==> config.mk <==
export PLATFORM = sky130hd
export DESIGN_NAME = terminal_entry_cursor_sequencer
export DESIGN_NICKNAME = d
export VERILOG_FILES = /design/src/include/entry_seq_pkg.sv /design/src/verilog/terminal_entry_cursor_sequencer.sv
export VERILOG_INCLUDE_DIRS = /design/src /design/src/include
export SDC_FILE = /design/constraint.sdc
export NUM_CORES = 1
export LEC_CHECK = 0
export BUFFER_PORTS_ARGS = -buffer_cell sky130_fd_sc_hd__buf_2
export CAP_MARGIN = 20
export CORE_MARGIN = 5
export CORE_UTILIZATION = 55
export DETAILED_ROUTE_END_ITERATION = 10
export GPL_TIMING_DRIVEN = 1
export PLACE_DENSITY = 0.86
export SETUP_SLACK_MARGIN = 0.1
export SYNTH_ARGS = -nofsm -noshare
export SYNTH_HDL_FRONTEND = slang
export SYNTH_SLANG_ARGS = --single-unit
==> constraint.sdc <==
create_clock -name clk_sys_i -period 2.8 [get_ports clk_sys_i]
set_input_delay 0.28 -clock clk_sys_i [delete_from_list [all_inputs] [get_ports clk_sys_i]]
set_output_delay 0.28 -clock clk_sys_i [all_outputs]
set_load 0.05 [all_outputs]
==> src/include/entry_seq_cfg.svh <==
// Constants of the entry and cursor sequencer.
// Assumes a 100 MHz system clock; included by bare name.
`ifndef ENTRY_SEQ_CFG_SVH
`define ENTRY_SEQ_CFG_SVH

`define CLK_PERIOD_NS      10
`define CLK_RATE_HZ        100000000
`define PHASE_PERIOD_NS    700
`define PHASE_PERIOD_CYC   (`PHASE_PERIOD_NS / `CLK_PERIOD_NS)
`define PHASE_SPACING_CYC  8
`define PHASE_CNT_LAST     7'h45
`define REPEAT_RATE_HZ     15
`define REPEAT_CYC         (`CLK_RATE_HZ / `REPEAT_RATE_HZ)
`define LAST_COLUMN        7'h49
`define LAST_ROW           5'h1a
`define STEP_COUNT         7
`define STEP_FIRST         7'h01
`define STEP_NONE          7'h00
`define BRIGHT_BIT         7
`define CTRL_DECODE_HI     6
`define CTRL_DECODE_LO     5
`define DATA_CLEAR         8'h00

`endif

==> src/include/entry_seq_pkg.sv <==
// Types of the entry and cursor sequencer.
// Assumes entry_seq_cfg.svh for the numeric constants.
package entry_seq_pkg;

  typedef logic [6:0] column_type;
  typedef logic [4:0] row_type;

  // Function requests from keyboard and host logic
  typedef struct packed {
    logic carriage_return;
    logic cursor_left;
    logic cursor_right;
    logic cursor_up;
    logic cursor_down;
    logic cursor_home;
    logic key_repeat;
    logic host_backspace_seen;
    logic host_return_after_leadin;
    logic xmit_print_active;
  } cmd_type;

  // Direct cursor access by the host
  typedef struct packed {
    logic       host_column_clear;
    logic       host_row_clear;
    logic       load;
    column_type column;
    row_type    row;
  } host_cursor_type;

  typedef enum logic [2:0] {
    SEQ_IDLE     = 3'h0,
    SEQ_ARMED    = 3'h1,
    SEQ_STAGE_A  = 3'h3,
    SEQ_STAGE_B  = 3'h2,
    SEQ_RUN      = 3'h6,
    SEQ_RPT_WAIT = 3'h7
  } seq_state_type;

endpackage

==> src/verilog/terminal_entry_cursor_sequencer.sv <==
// Seven-step sequencer for character entry, return, cursor motion and home.
// Assumes keyboard and host logic on clk_sys_i; memory answers bright bit
// for the addressed cell while a read/restore is issued.
`timescale 1ns/10ps
`include "entry_seq_cfg.svh"

// Function
// Keyboard strobe arms batch mode; host entry request arms receive mode.
// Armed, line tick sets entry flop; first phase-zero clears data register.
// Next phase-zero loads seven keyboard bits and arms step one.
// Keyboard characters get the bright bit set to one.
// Seven steps advance on phase-one pulses; unused steps do nothing.
// Receive: step one clears data on phase four, loads host byte on six.
// Step two issues read/restore unless transmit or print is active; the code also skips it for cursor home.
// Step three writes eight bits; keyboard only over bright cells.
// Entry step four increments column except at last column and row.
// Entry at last column carries into the row counter.
// Carriage return is stored, then cursor returns and feeds a line.
// Return after lead-in code skips the write but still moves.
// Refresh blanks cells whose bits six and seven decode a control code; the code decodes bits six and five.
// Return step four increments row unless last and clears column.
// Cursor left: step three idle; step four decrements nonzero column.
// Direction keys move one step to limits; repeat recycles at 15 Hz.
// Host backspace acts exactly like cursor left.
// Host cursor addressing loads the counters without the sequencer.
// Home goes to zero; host home clears counters directly.
// Keyboard home clears both counters at step four on phase one.
// After step seven return to idle unless repeat asks another cycle.
module terminal_entry_cursor_sequencer
#(
  parameter int unsigned REPEAT_CYCLES = `REPEAT_CYC
)
(
  input  wire logic                           clk_sys_i,
  input  wire logic                           reset_i,
  input  wire logic                           keyboard_entry_strobe_i,
  input  wire logic                           host_entry_request_i,
  input  wire logic                           line_drive_tick_i,
  input  wire logic [6:0]                     keyboard_data_i,
  input  wire logic [7:0]                     host_data_i,
  input  wire logic                           host_data_pending_i,
  input  wire entry_seq_pkg::cmd_type         cmd_i,
  input  wire entry_seq_pkg::host_cursor_type host_cursor_i,
  input  wire logic                           mem_bright_i,
  input  wire logic [7:0]                     refresh_char_i,
  output logic                                mem_read_restore_o,
  output logic                                mem_write_o,
  output logic [7:0]                          mem_data_o,
  output entry_seq_pkg::column_type           cursor_column_counter_o,
  output entry_seq_pkg::row_type              cursor_row_counter_o,
  output logic [6:0]                          step_o,
  output logic                                busy_o,
  output logic                                refresh_blank_o
);
  import entry_seq_pkg::*;

  //////////////////////////////////////////////////////////////////////////
  // Timing phases

  logic [6:0]    phase_cnt_q;
  logic          phase_zero_pulse;
  logic          phase_one_pulse;
  logic          phase_three_pulse;
  logic          phase_four_pulse;
  logic          phase_six_pulse;
  seq_state_type state_q;
  logic [6:0]    step_q;
  cmd_type       cmd_q;
  logic          mode_host_q;
  logic [7:0]    data_q;
  column_type    col_q;
  row_type       row_q;
  column_type    col_d;
  row_type       row_d;
  logic [31:0]   repeat_cnt_q;
  logic          repeat_done;
  logic          repeat_held;
  logic          run;
  logic          move_left;
  logic          entry_char;
  logic          cursor_count_pulse;
  logic          column_increment_enable;
  logic          column_decrement_enable;
  logic          home_clear;

  function automatic logic phase_hit(input logic [6:0] cnt, input int unsigned k);
    phase_hit = (cnt == 7'(k * `PHASE_SPACING_CYC));
  endfunction

  function automatic logic at_corner(input column_type c, input row_type r);
    at_corner = (c == `LAST_COLUMN) && (r == `LAST_ROW);
  endfunction

  always_ff @(posedge clk_sys_i)
  begin
    if (reset_i || phase_cnt_q == `PHASE_CNT_LAST)
      phase_cnt_q <= 7'h00;
    else
      phase_cnt_q <= phase_cnt_q + 7'h01;
  end

  assign phase_zero_pulse  = phase_hit(phase_cnt_q, 0);
  assign phase_one_pulse   = phase_hit(phase_cnt_q, 1);
  assign phase_three_pulse = phase_hit(phase_cnt_q, 3);
  assign phase_four_pulse  = phase_hit(phase_cnt_q, 4);
  assign phase_six_pulse   = phase_hit(phase_cnt_q, 6);

  //////////////////////////////////////////////////////////////////////////
  // Entry control and step counter

  assign run         = (state_q == SEQ_RUN);
  assign repeat_held = cmd_i.key_repeat &&
                       (cmd_i.cursor_left || cmd_i.cursor_right ||
                        cmd_i.cursor_up || cmd_i.cursor_down);
  assign repeat_done = (repeat_cnt_q >= REPEAT_CYCLES - 1);

  always_ff @(posedge clk_sys_i)
  begin
    if (reset_i)
    begin
      state_q     <= SEQ_IDLE;
      step_q      <= `STEP_NONE;
      cmd_q       <= '0;
      mode_host_q <= 1'b0;
    end
    else
    begin
      case (state_q)
        SEQ_IDLE:
        begin
          if (keyboard_entry_strobe_i || host_entry_request_i)
          begin
            state_q     <= SEQ_ARMED;
            mode_host_q <= !keyboard_entry_strobe_i;
            cmd_q       <= cmd_i;
          end
        end
        SEQ_ARMED:
          if (line_drive_tick_i)
            state_q <= SEQ_STAGE_A;
        SEQ_STAGE_A:
          if (phase_zero_pulse)
            state_q <= SEQ_STAGE_B;
        SEQ_STAGE_B:
          if (phase_zero_pulse)
            state_q <= SEQ_RUN;
        SEQ_RUN:
        begin
          if (phase_one_pulse)
          begin
            if (step_q == `STEP_NONE)
              step_q <= `STEP_FIRST;
            else if (step_q[`STEP_COUNT-1])
            begin
              step_q  <= `STEP_NONE;
              state_q <= repeat_held ? SEQ_RPT_WAIT : SEQ_IDLE;
            end
            else
              step_q <= step_q << 1;
          end
        end
        SEQ_RPT_WAIT:
        begin
          if (!repeat_held)
            state_q <= SEQ_IDLE;
          else if (repeat_done)
          begin
            state_q <= SEQ_RUN;
            cmd_q   <= cmd_i;
          end
        end
        default:
        begin
          state_q <= SEQ_IDLE;
          step_q  <= `STEP_NONE;
        end
      endcase
    end
  end

  always_ff @(posedge clk_sys_i)
  begin
    if (reset_i || state_q != SEQ_RPT_WAIT)
      repeat_cnt_q <= 32'h0;
    else
      repeat_cnt_q <= repeat_cnt_q + 32'h1;
  end

  //////////////////////////////////////////////////////////////////////////
  // Data register and memory strobes

  assign move_left  = cmd_q.cursor_left || cmd_q.host_backspace_seen;
  assign entry_char = !(move_left || cmd_q.cursor_right || cmd_q.cursor_up ||
                        cmd_q.cursor_down || cmd_q.cursor_home);

  always_ff @(posedge clk_sys_i)
  begin
    if (reset_i)
      data_q <= `DATA_CLEAR;
    else if (state_q == SEQ_STAGE_A && phase_zero_pulse)
      data_q <= `DATA_CLEAR;
    else if (state_q == SEQ_STAGE_B && phase_zero_pulse && !mode_host_q)
      data_q <= {1'b1, keyboard_data_i};
    else if (run && step_q[0] && mode_host_q && host_data_pending_i)
    begin
      if (phase_four_pulse)
        data_q <= `DATA_CLEAR;
      else if (phase_six_pulse)
        data_q <= host_data_i;
    end
  end

  always_ff @(posedge clk_sys_i)
  begin
    if (reset_i)
    begin
      mem_read_restore_o <= 1'b0;
      mem_write_o        <= 1'b0;
    end
    else
    begin
      mem_read_restore_o <= run && step_q[1] && phase_six_pulse &&
                            !cmd_q.xmit_print_active &&
                            !cmd_q.cursor_home;
      mem_write_o        <= run && step_q[2] && phase_six_pulse && entry_char &&
                            !cmd_q.host_return_after_leadin &&
                            (mode_host_q || mem_bright_i);
    end
  end

  assign mem_data_o = data_q;

  //////////////////////////////////////////////////////////////////////////
  // Cursor counters

  assign column_increment_enable = entry_char && !cmd_q.carriage_return &&
                                   !at_corner(col_q, row_q);
  assign column_decrement_enable = move_left && (col_q != 7'h00);
  assign cursor_count_pulse      = run && step_q[3] && phase_three_pulse;
  assign home_clear              = run && step_q[3] && phase_one_pulse &&
                                   cmd_q.cursor_home;

  always_comb
  begin
    col_d = col_q;
    row_d = row_q;
    if (cursor_count_pulse)
    begin
      if (entry_char && cmd_q.carriage_return)
      begin
        col_d = 7'h00;
        if (row_q != `LAST_ROW)
          row_d = row_q + 5'h01;
      end
      else if (column_increment_enable)
      begin
        if (col_q == `LAST_COLUMN)
        begin
          col_d = 7'h00;
          row_d = row_q + 5'h01;
        end
        else
          col_d = col_q + 7'h01;
      end
      else if (column_decrement_enable)
        col_d = col_q - 7'h01;
      else if (cmd_q.cursor_right && col_q != `LAST_COLUMN)
        col_d = col_q + 7'h01;
      else if (cmd_q.cursor_up && row_q != 5'h00)
        row_d = row_q - 5'h01;
      else if (cmd_q.cursor_down && row_q != `LAST_ROW)
        row_d = row_q + 5'h01;
    end
    if (home_clear)
    begin
      col_d = 7'h00;
      row_d = 5'h00;
    end
  end

  always_ff @(posedge clk_sys_i)
  begin
    if (reset_i)
    begin
      col_q <= 7'h00;
      row_q <= 5'h00;
    end
    else if (host_cursor_i.load)
    begin
      col_q <= host_cursor_i.column;
      row_q <= host_cursor_i.row;
    end
    else
    begin
      col_q <= host_cursor_i.host_column_clear ? 7'h00 : col_d;
      row_q <= host_cursor_i.host_row_clear ? 5'h00 : row_d;
    end
  end

  assign cursor_column_counter_o = col_q;
  assign cursor_row_counter_o    = row_q;
  assign step_o                  = step_q;

  //////////////////////////////////////////////////////////////////////////
  // Status and refresh blanking

  always_ff @(posedge clk_sys_i)
  begin
    if (reset_i)
    begin
      busy_o          <= 1'b0;
      refresh_blank_o <= 1'b0;
    end
    else
    begin
      busy_o          <= (state_q != SEQ_IDLE);
      refresh_blank_o <= (refresh_char_i[`CTRL_DECODE_HI:`CTRL_DECODE_LO]
                          == 2'b00);
    end
  end

  //////////////////////////////////////////////////////////////////////////
  // Assertions

  a_arm_on_strobe: assert property (
    @(posedge clk_sys_i) disable iff (reset_i)
    state_q == SEQ_IDLE && keyboard_entry_strobe_i
    |=> state_q == SEQ_ARMED && !mode_host_q)
    else $error("keyboard strobe did not arm batch entry");

  a_entry_on_tick: assert property (
    @(posedge clk_sys_i) disable iff (reset_i)
    state_q == SEQ_ARMED && line_drive_tick_i |=> state_q == SEQ_STAGE_A)
    else $error("line tick did not set entry control");

  a_stage_a_clear: assert property (
    @(posedge clk_sys_i) disable iff (reset_i)
    state_q == SEQ_STAGE_A && phase_zero_pulse
    |=> data_q == `DATA_CLEAR && state_q == SEQ_STAGE_B)
    else $error("first stage did not clear data register");

  a_kb_load_bright: assert property (
    @(posedge clk_sys_i) disable iff (reset_i)
    state_q == SEQ_STAGE_B && phase_zero_pulse && !mode_host_q
    |=> data_q == {1'b1, $past(keyboard_data_i)} && state_q == SEQ_RUN)
    else $error("keyboard byte not loaded with bright bit");

  a_step_onehot: assert property (
    @(posedge clk_sys_i) disable iff (reset_i)
    run && phase_one_pulse && step_q[2] |=> step_q[3] && $onehot(step_q))
    else $error("step counter did not advance in order");

  a_host_load: assert property (
    @(posedge clk_sys_i) disable iff (reset_i)
    run && step_q[0] && mode_host_q && host_data_pending_i && phase_six_pulse
    |=> data_q == $past(host_data_i))
    else $error("host byte not loaded in step one");

  a_rr_in_step2: assert property (
    @(posedge clk_sys_i) disable iff (reset_i)
    mem_read_restore_o |-> $past(step_q[1]) && !$past(cmd_q.xmit_print_active) &&
    !$past(cmd_q.cursor_home))
    else $error("read/restore outside step two");

  a_kb_write_bright: assert property (
    @(posedge clk_sys_i) disable iff (reset_i)
    mem_write_o && !mode_host_q |-> $past(mem_bright_i) && $past(step_q[2]))
    else $error("keyboard write over dim cell");

  a_leadin_nowrite: assert property (
    @(posedge clk_sys_i) disable iff (reset_i)
    cmd_q.host_return_after_leadin && run |=> !mem_write_o)
    else $error("write after lead-in return");

  a_corner_hold: assert property (
    @(posedge clk_sys_i) disable iff (reset_i)
    cursor_count_pulse && entry_char && !cmd_q.carriage_return &&
    at_corner(col_q, row_q) && !host_cursor_i.load &&
    !host_cursor_i.host_column_clear && !host_cursor_i.host_row_clear
    |=> $stable(col_q) && $stable(row_q))
    else $error("cursor moved past last cell");

  a_left_stop: assert property (
    @(posedge clk_sys_i) disable iff (reset_i)
    cursor_count_pulse && move_left && col_q == 7'h00 &&
    !host_cursor_i.load && !host_cursor_i.host_column_clear
    |=> col_q == 7'h00)
    else $error("column moved left of zero");

  a_return_home: assert property (
    @(posedge clk_sys_i) disable iff (reset_i)
    cursor_count_pulse && entry_char && cmd_q.carriage_return &&
    !host_cursor_i.load |=> col_q == 7'h00)
    else $error("return did not clear column");

  a_home_clear: assert property (
    @(posedge clk_sys_i) disable iff (reset_i)
    home_clear && !host_cursor_i.load |=> col_q == 7'h00 && row_q == 5'h00)
    else $error("home did not clear cursor");

  c_kb_entry: cover property (
    @(posedge clk_sys_i) disable iff (reset_i)
    mem_write_o && !mode_host_q);

  c_host_entry: cover property (
    @(posedge clk_sys_i) disable iff (reset_i)
    mem_write_o && mode_host_q);

  c_repeat_cycle: cover property (
    @(posedge clk_sys_i) disable iff (reset_i)
    state_q == SEQ_RPT_WAIT ##1 state_q == SEQ_RUN);

endmodule

==> reports/qor.csv <==
stage;metric;value;unit
global_routing;grt ovf;0;
die;Core Area;7690;µm²
pwr;VDD IR max;250;µV
sta;RSZ-0062 raised after global routing;no;
setup_path;worst r2r dst;cursor_column_counter_o[0];
pwr;total leakage power;1.92;nW
detailed_routing;Via density;5.83;
detailed_routing;# DRC;0;
yosys;Avg Cell Area, Syn;8.31;µm²
detailed_routing;Iter 0 DRT Violations;209;
sta;Rel. slew slack;45.0;%
setup_path;critical setup path kind;reg -> reg;
detailed_routing;drt pass-1 iters;7;
die;Rows;32;
place;routability cong.;0.844;
detailed_routing;routed length per instance;14.4;µm
die;Die Y;98.6;µm
yosys;sequential area share after synthesis;38.5;%
setup_path;Crit path required time;3010;ps
detailed_routing;routed wire length;10.0;mm
yosys;ys async rst share;0;%
job;Max-cap violations;0;
yosys;Synth top area share;38.5;%
pwr;power density over the cells;589;nW/µm²
finish;Final Util;64.1;%
setup_path;Arr. time, crit path;2660;ps
place;port bufs;79;
yosys;Post-synth EDFFs;0;
sta;Setup Skew;16.7;ps
setup_path;setup slack, reg-to-reg;350;ps
global_routing;first-pass GRT wire length;16.9;mm
clocking;CTS buffer count;9;
die;Die Wd;98.6;µm
detailed_routing;Final ANT Viol Nets;0;
yosys;largest area contributor in the netlist;dfxtp_1;
worst_hold_path;HP Class;in -> reg;
yosys;Top FF cell, synth;dfxtp_1;
finish;diodes inserted;0;
die;initial core utilization;56.1;%
sta;slew of the pin with the lowest slew margin;814;ps
finish;Nets;655;
yosys;Distinct cells, synth;63;
yosys;Ys Warns;0;
setup_path;RR Startpoint;phase_cnt_q[0];
clocking;cts hold-fix bufs;0;
yosys;Cells after Synth;519;
setup_path;Critical Path Source;phase_cnt_q[0];
sta;Final TNS setup;0;ps
clocking;post-CTS sizing;0;
sta;maximum clock rate;0.409;GHz
global_routing;largest net degree at the start of global routing;44;
place;HPWL after DPL;7.40;mm
setup_path;Worst Setup End Kind;flip-flop;
sta;Final Cycle Share;87.4;%
setup_path;Worst Reg-to-Reg Cells;8;
yosys;Net Count, Synth;586;
setup_path;crit-path max FO;13;
clocking;htree depth;3;
sta;final setup fails;0;
sta;shortest period the worst path allows;2450;ps
clocking;Max clock buf depth;2;
finish;P&R area growth vs syn;14.2;%
sta;Final Hold Viols;0;
setup_path;Worst setup endpoint;cursor_column_counter_o[0];
global_routing;vias in the first global route;3880;
global_routing;GRT Overall Usage;20.4;%
clocking;latest clock arrival within the worst-skew pair;360;ps
finish;layout cells sized above 1;17.7;%
detailed_routing;total number of vias;4054;
clocking;CTS tree;yes;
clocking;Setup Buffers After CTS;0;
yosys;Syn Std Cell Area;4310;µm²
sta;fin. max-slew vios;0;
clocking;Root Driver;clkbuf_8;
clocking;clk sinks;83;
global_routing;initial antenna violation count;0;
yosys;Yosys reg bits;83;
outcome;status;complete, no violations;
yosys;Synth area leaders;dfxtp_1, nor2_1, xor2_1;
die;I/O Pins;86;
setup_path;startpoint types;flip-flop;
pwr;Total Power;0.00290;W
clocking;Clk pin slew, worst setup/hold paths;100;ps
die;die footprint;9720;µm²
==> worst max-delay path, cell delays in order, from the launching register on <==
cell and delay [ps]:
dfxtp_1 370, inv_1 80, ha_1 170, nor4b_4 370, nand4_1 370, and2_0 260
a32o_2 360, a221oi_1 240, a211oi_1 80
==> per-stage QoR <==
step           hold WS (ps)  setup slack [ps]  std cells  cell area (µm²)
6_report               56.0               354        695             4920
3_3_place_gp            411               437        679             4750
3_5_place_dp            419               383        679             4750
5_1_grt                48.6               134        695             4920
4_1_cts                54.0               358        695             4920
2_1_floorplan           351               510        519             4310
==> layout by cell type (no fill, tap or decap), types with 3 or more instances in the layout <==
master,Yosys,routed
nor2_1,76,76
a211oi_1,8,8
nand3b_1,3,3
nand4_1,9,9
o32ai_1,4,4
a221oi_1,11,11
a21oi_1,27,27
xor2_1,27,27
inv_1,15,15
o211ai_1,3,3
nor3_1,30,30
nand3_1,25,25
nor4_1,4,4
or3_1,5,5
ha_1,12,12
nor2b_1,5,5
o21ai_0,12,12
and4b_1,3,3
nand2b_1,7,7
mux2i_1,14,14
dfxtp_1,83,83
buf_2,1,79
clkbuf_8,0,9
o22ai_1,3,3
and2_1,7,7
nand2_1,36,36
and3_1,12,12
a31oi_1,5,5
xnor2_1,9,9
==> flip-flops by register name, summed over array words and instances (netlist names) <==
register	cells
cursor_row_counter_o	5
repeat_cnt_q	32
step_o	7
refresh_blank_o	1
busy_o	1
mem_read_restore_o	1
phase_cnt_q	7
state_q	3
mem_data_o	8
mode_host_q	1
cmd_q	9
cursor_column_counter_o	7
mem_write_o	1
==> routing by layer <==
layer / track usage, % / share of wire (%) / wire length [µm]
met1: 23.4 / 43 / 4270
met2: 35.7 / 50 / 5040
met3: 4.53 / 5.0 / 501
met4: 9.66 / 2.3 / 232
met5: 0 / 0 / 0
==> kinds of logic after synthesis <==
family / Yosys count / synth area share (%)
AO/OA/AOI/OAI: 97 / 15.6
XOR/XNOR: 36 / 7.31
adder cells (fa/ha/maj): 12 / 3.48
buffers and inverters: 38 / 3.68
flip-flops: 83 / 38.5
multiplexers: 14 / 3.25
AND/OR/NAND/NOR: 239 / 28.2
==> cells in the mapped netlist, types with 4 or more instances <==
cell,number
a211oi_1,8
a21oi_1,27
a221oi_1,11
a31oi_1,5
and2_1,7
and3_1,12
clkbuf_1,18
dfxtp_1,83
ha_1,12
inv_1,15
mux2i_1,14
nand2_1,36
nand2b_1,7
nand3_1,25
nand4_1,9
nor2_1,76
nor2b_1,5
nor3_1,30
nor4_1,4
o21ai_0,12
o32ai_1,4
or3_1,5
xnor2_1,9
xor2_1,27
==> how the worst min path moves through the flow <==
| stage | to | start | depth (start not counted) |
|---|---|---|---|
| 2_1_floorplan | refresh_blank_o | refresh_char_i[5] | 1 |
| 5_1_grt | refresh_blank_o | refresh_char_i[5] | 2 |
| 6_report | refresh_blank_o | refresh_char_i[5] | 2 |
| 3_5_place_dp | mem_read_restore_o | cmd_q[0] | 1 |
| 4_1_cts | refresh_blank_o | refresh_char_i[5] | 2 |
| 3_3_place_gp | mem_read_restore_o | cmd_q[0] | 1 |
==> power by group <==
group | internal, W | switching [W]
logic | 0.000275 | 0.000470
clock network | 0.000327 | 0.000456
registers | 0.00126 | 0.000112
==> area by class of cell <==
type / instances / area [µm²]
Fill cell: 647 / 2760
Clock inverter: 7 / 51.3
Clock buffer: 9 / 124
Sequential cell: 83 / 1660
Multi-Input combinational cell: 398 / 2490
Inverter: 15 / 56.3
Timing Repair Buffer: 81 / 410
Tap cell: 102 / 128
Note: power is estimated with default switching activity, not from simulation.
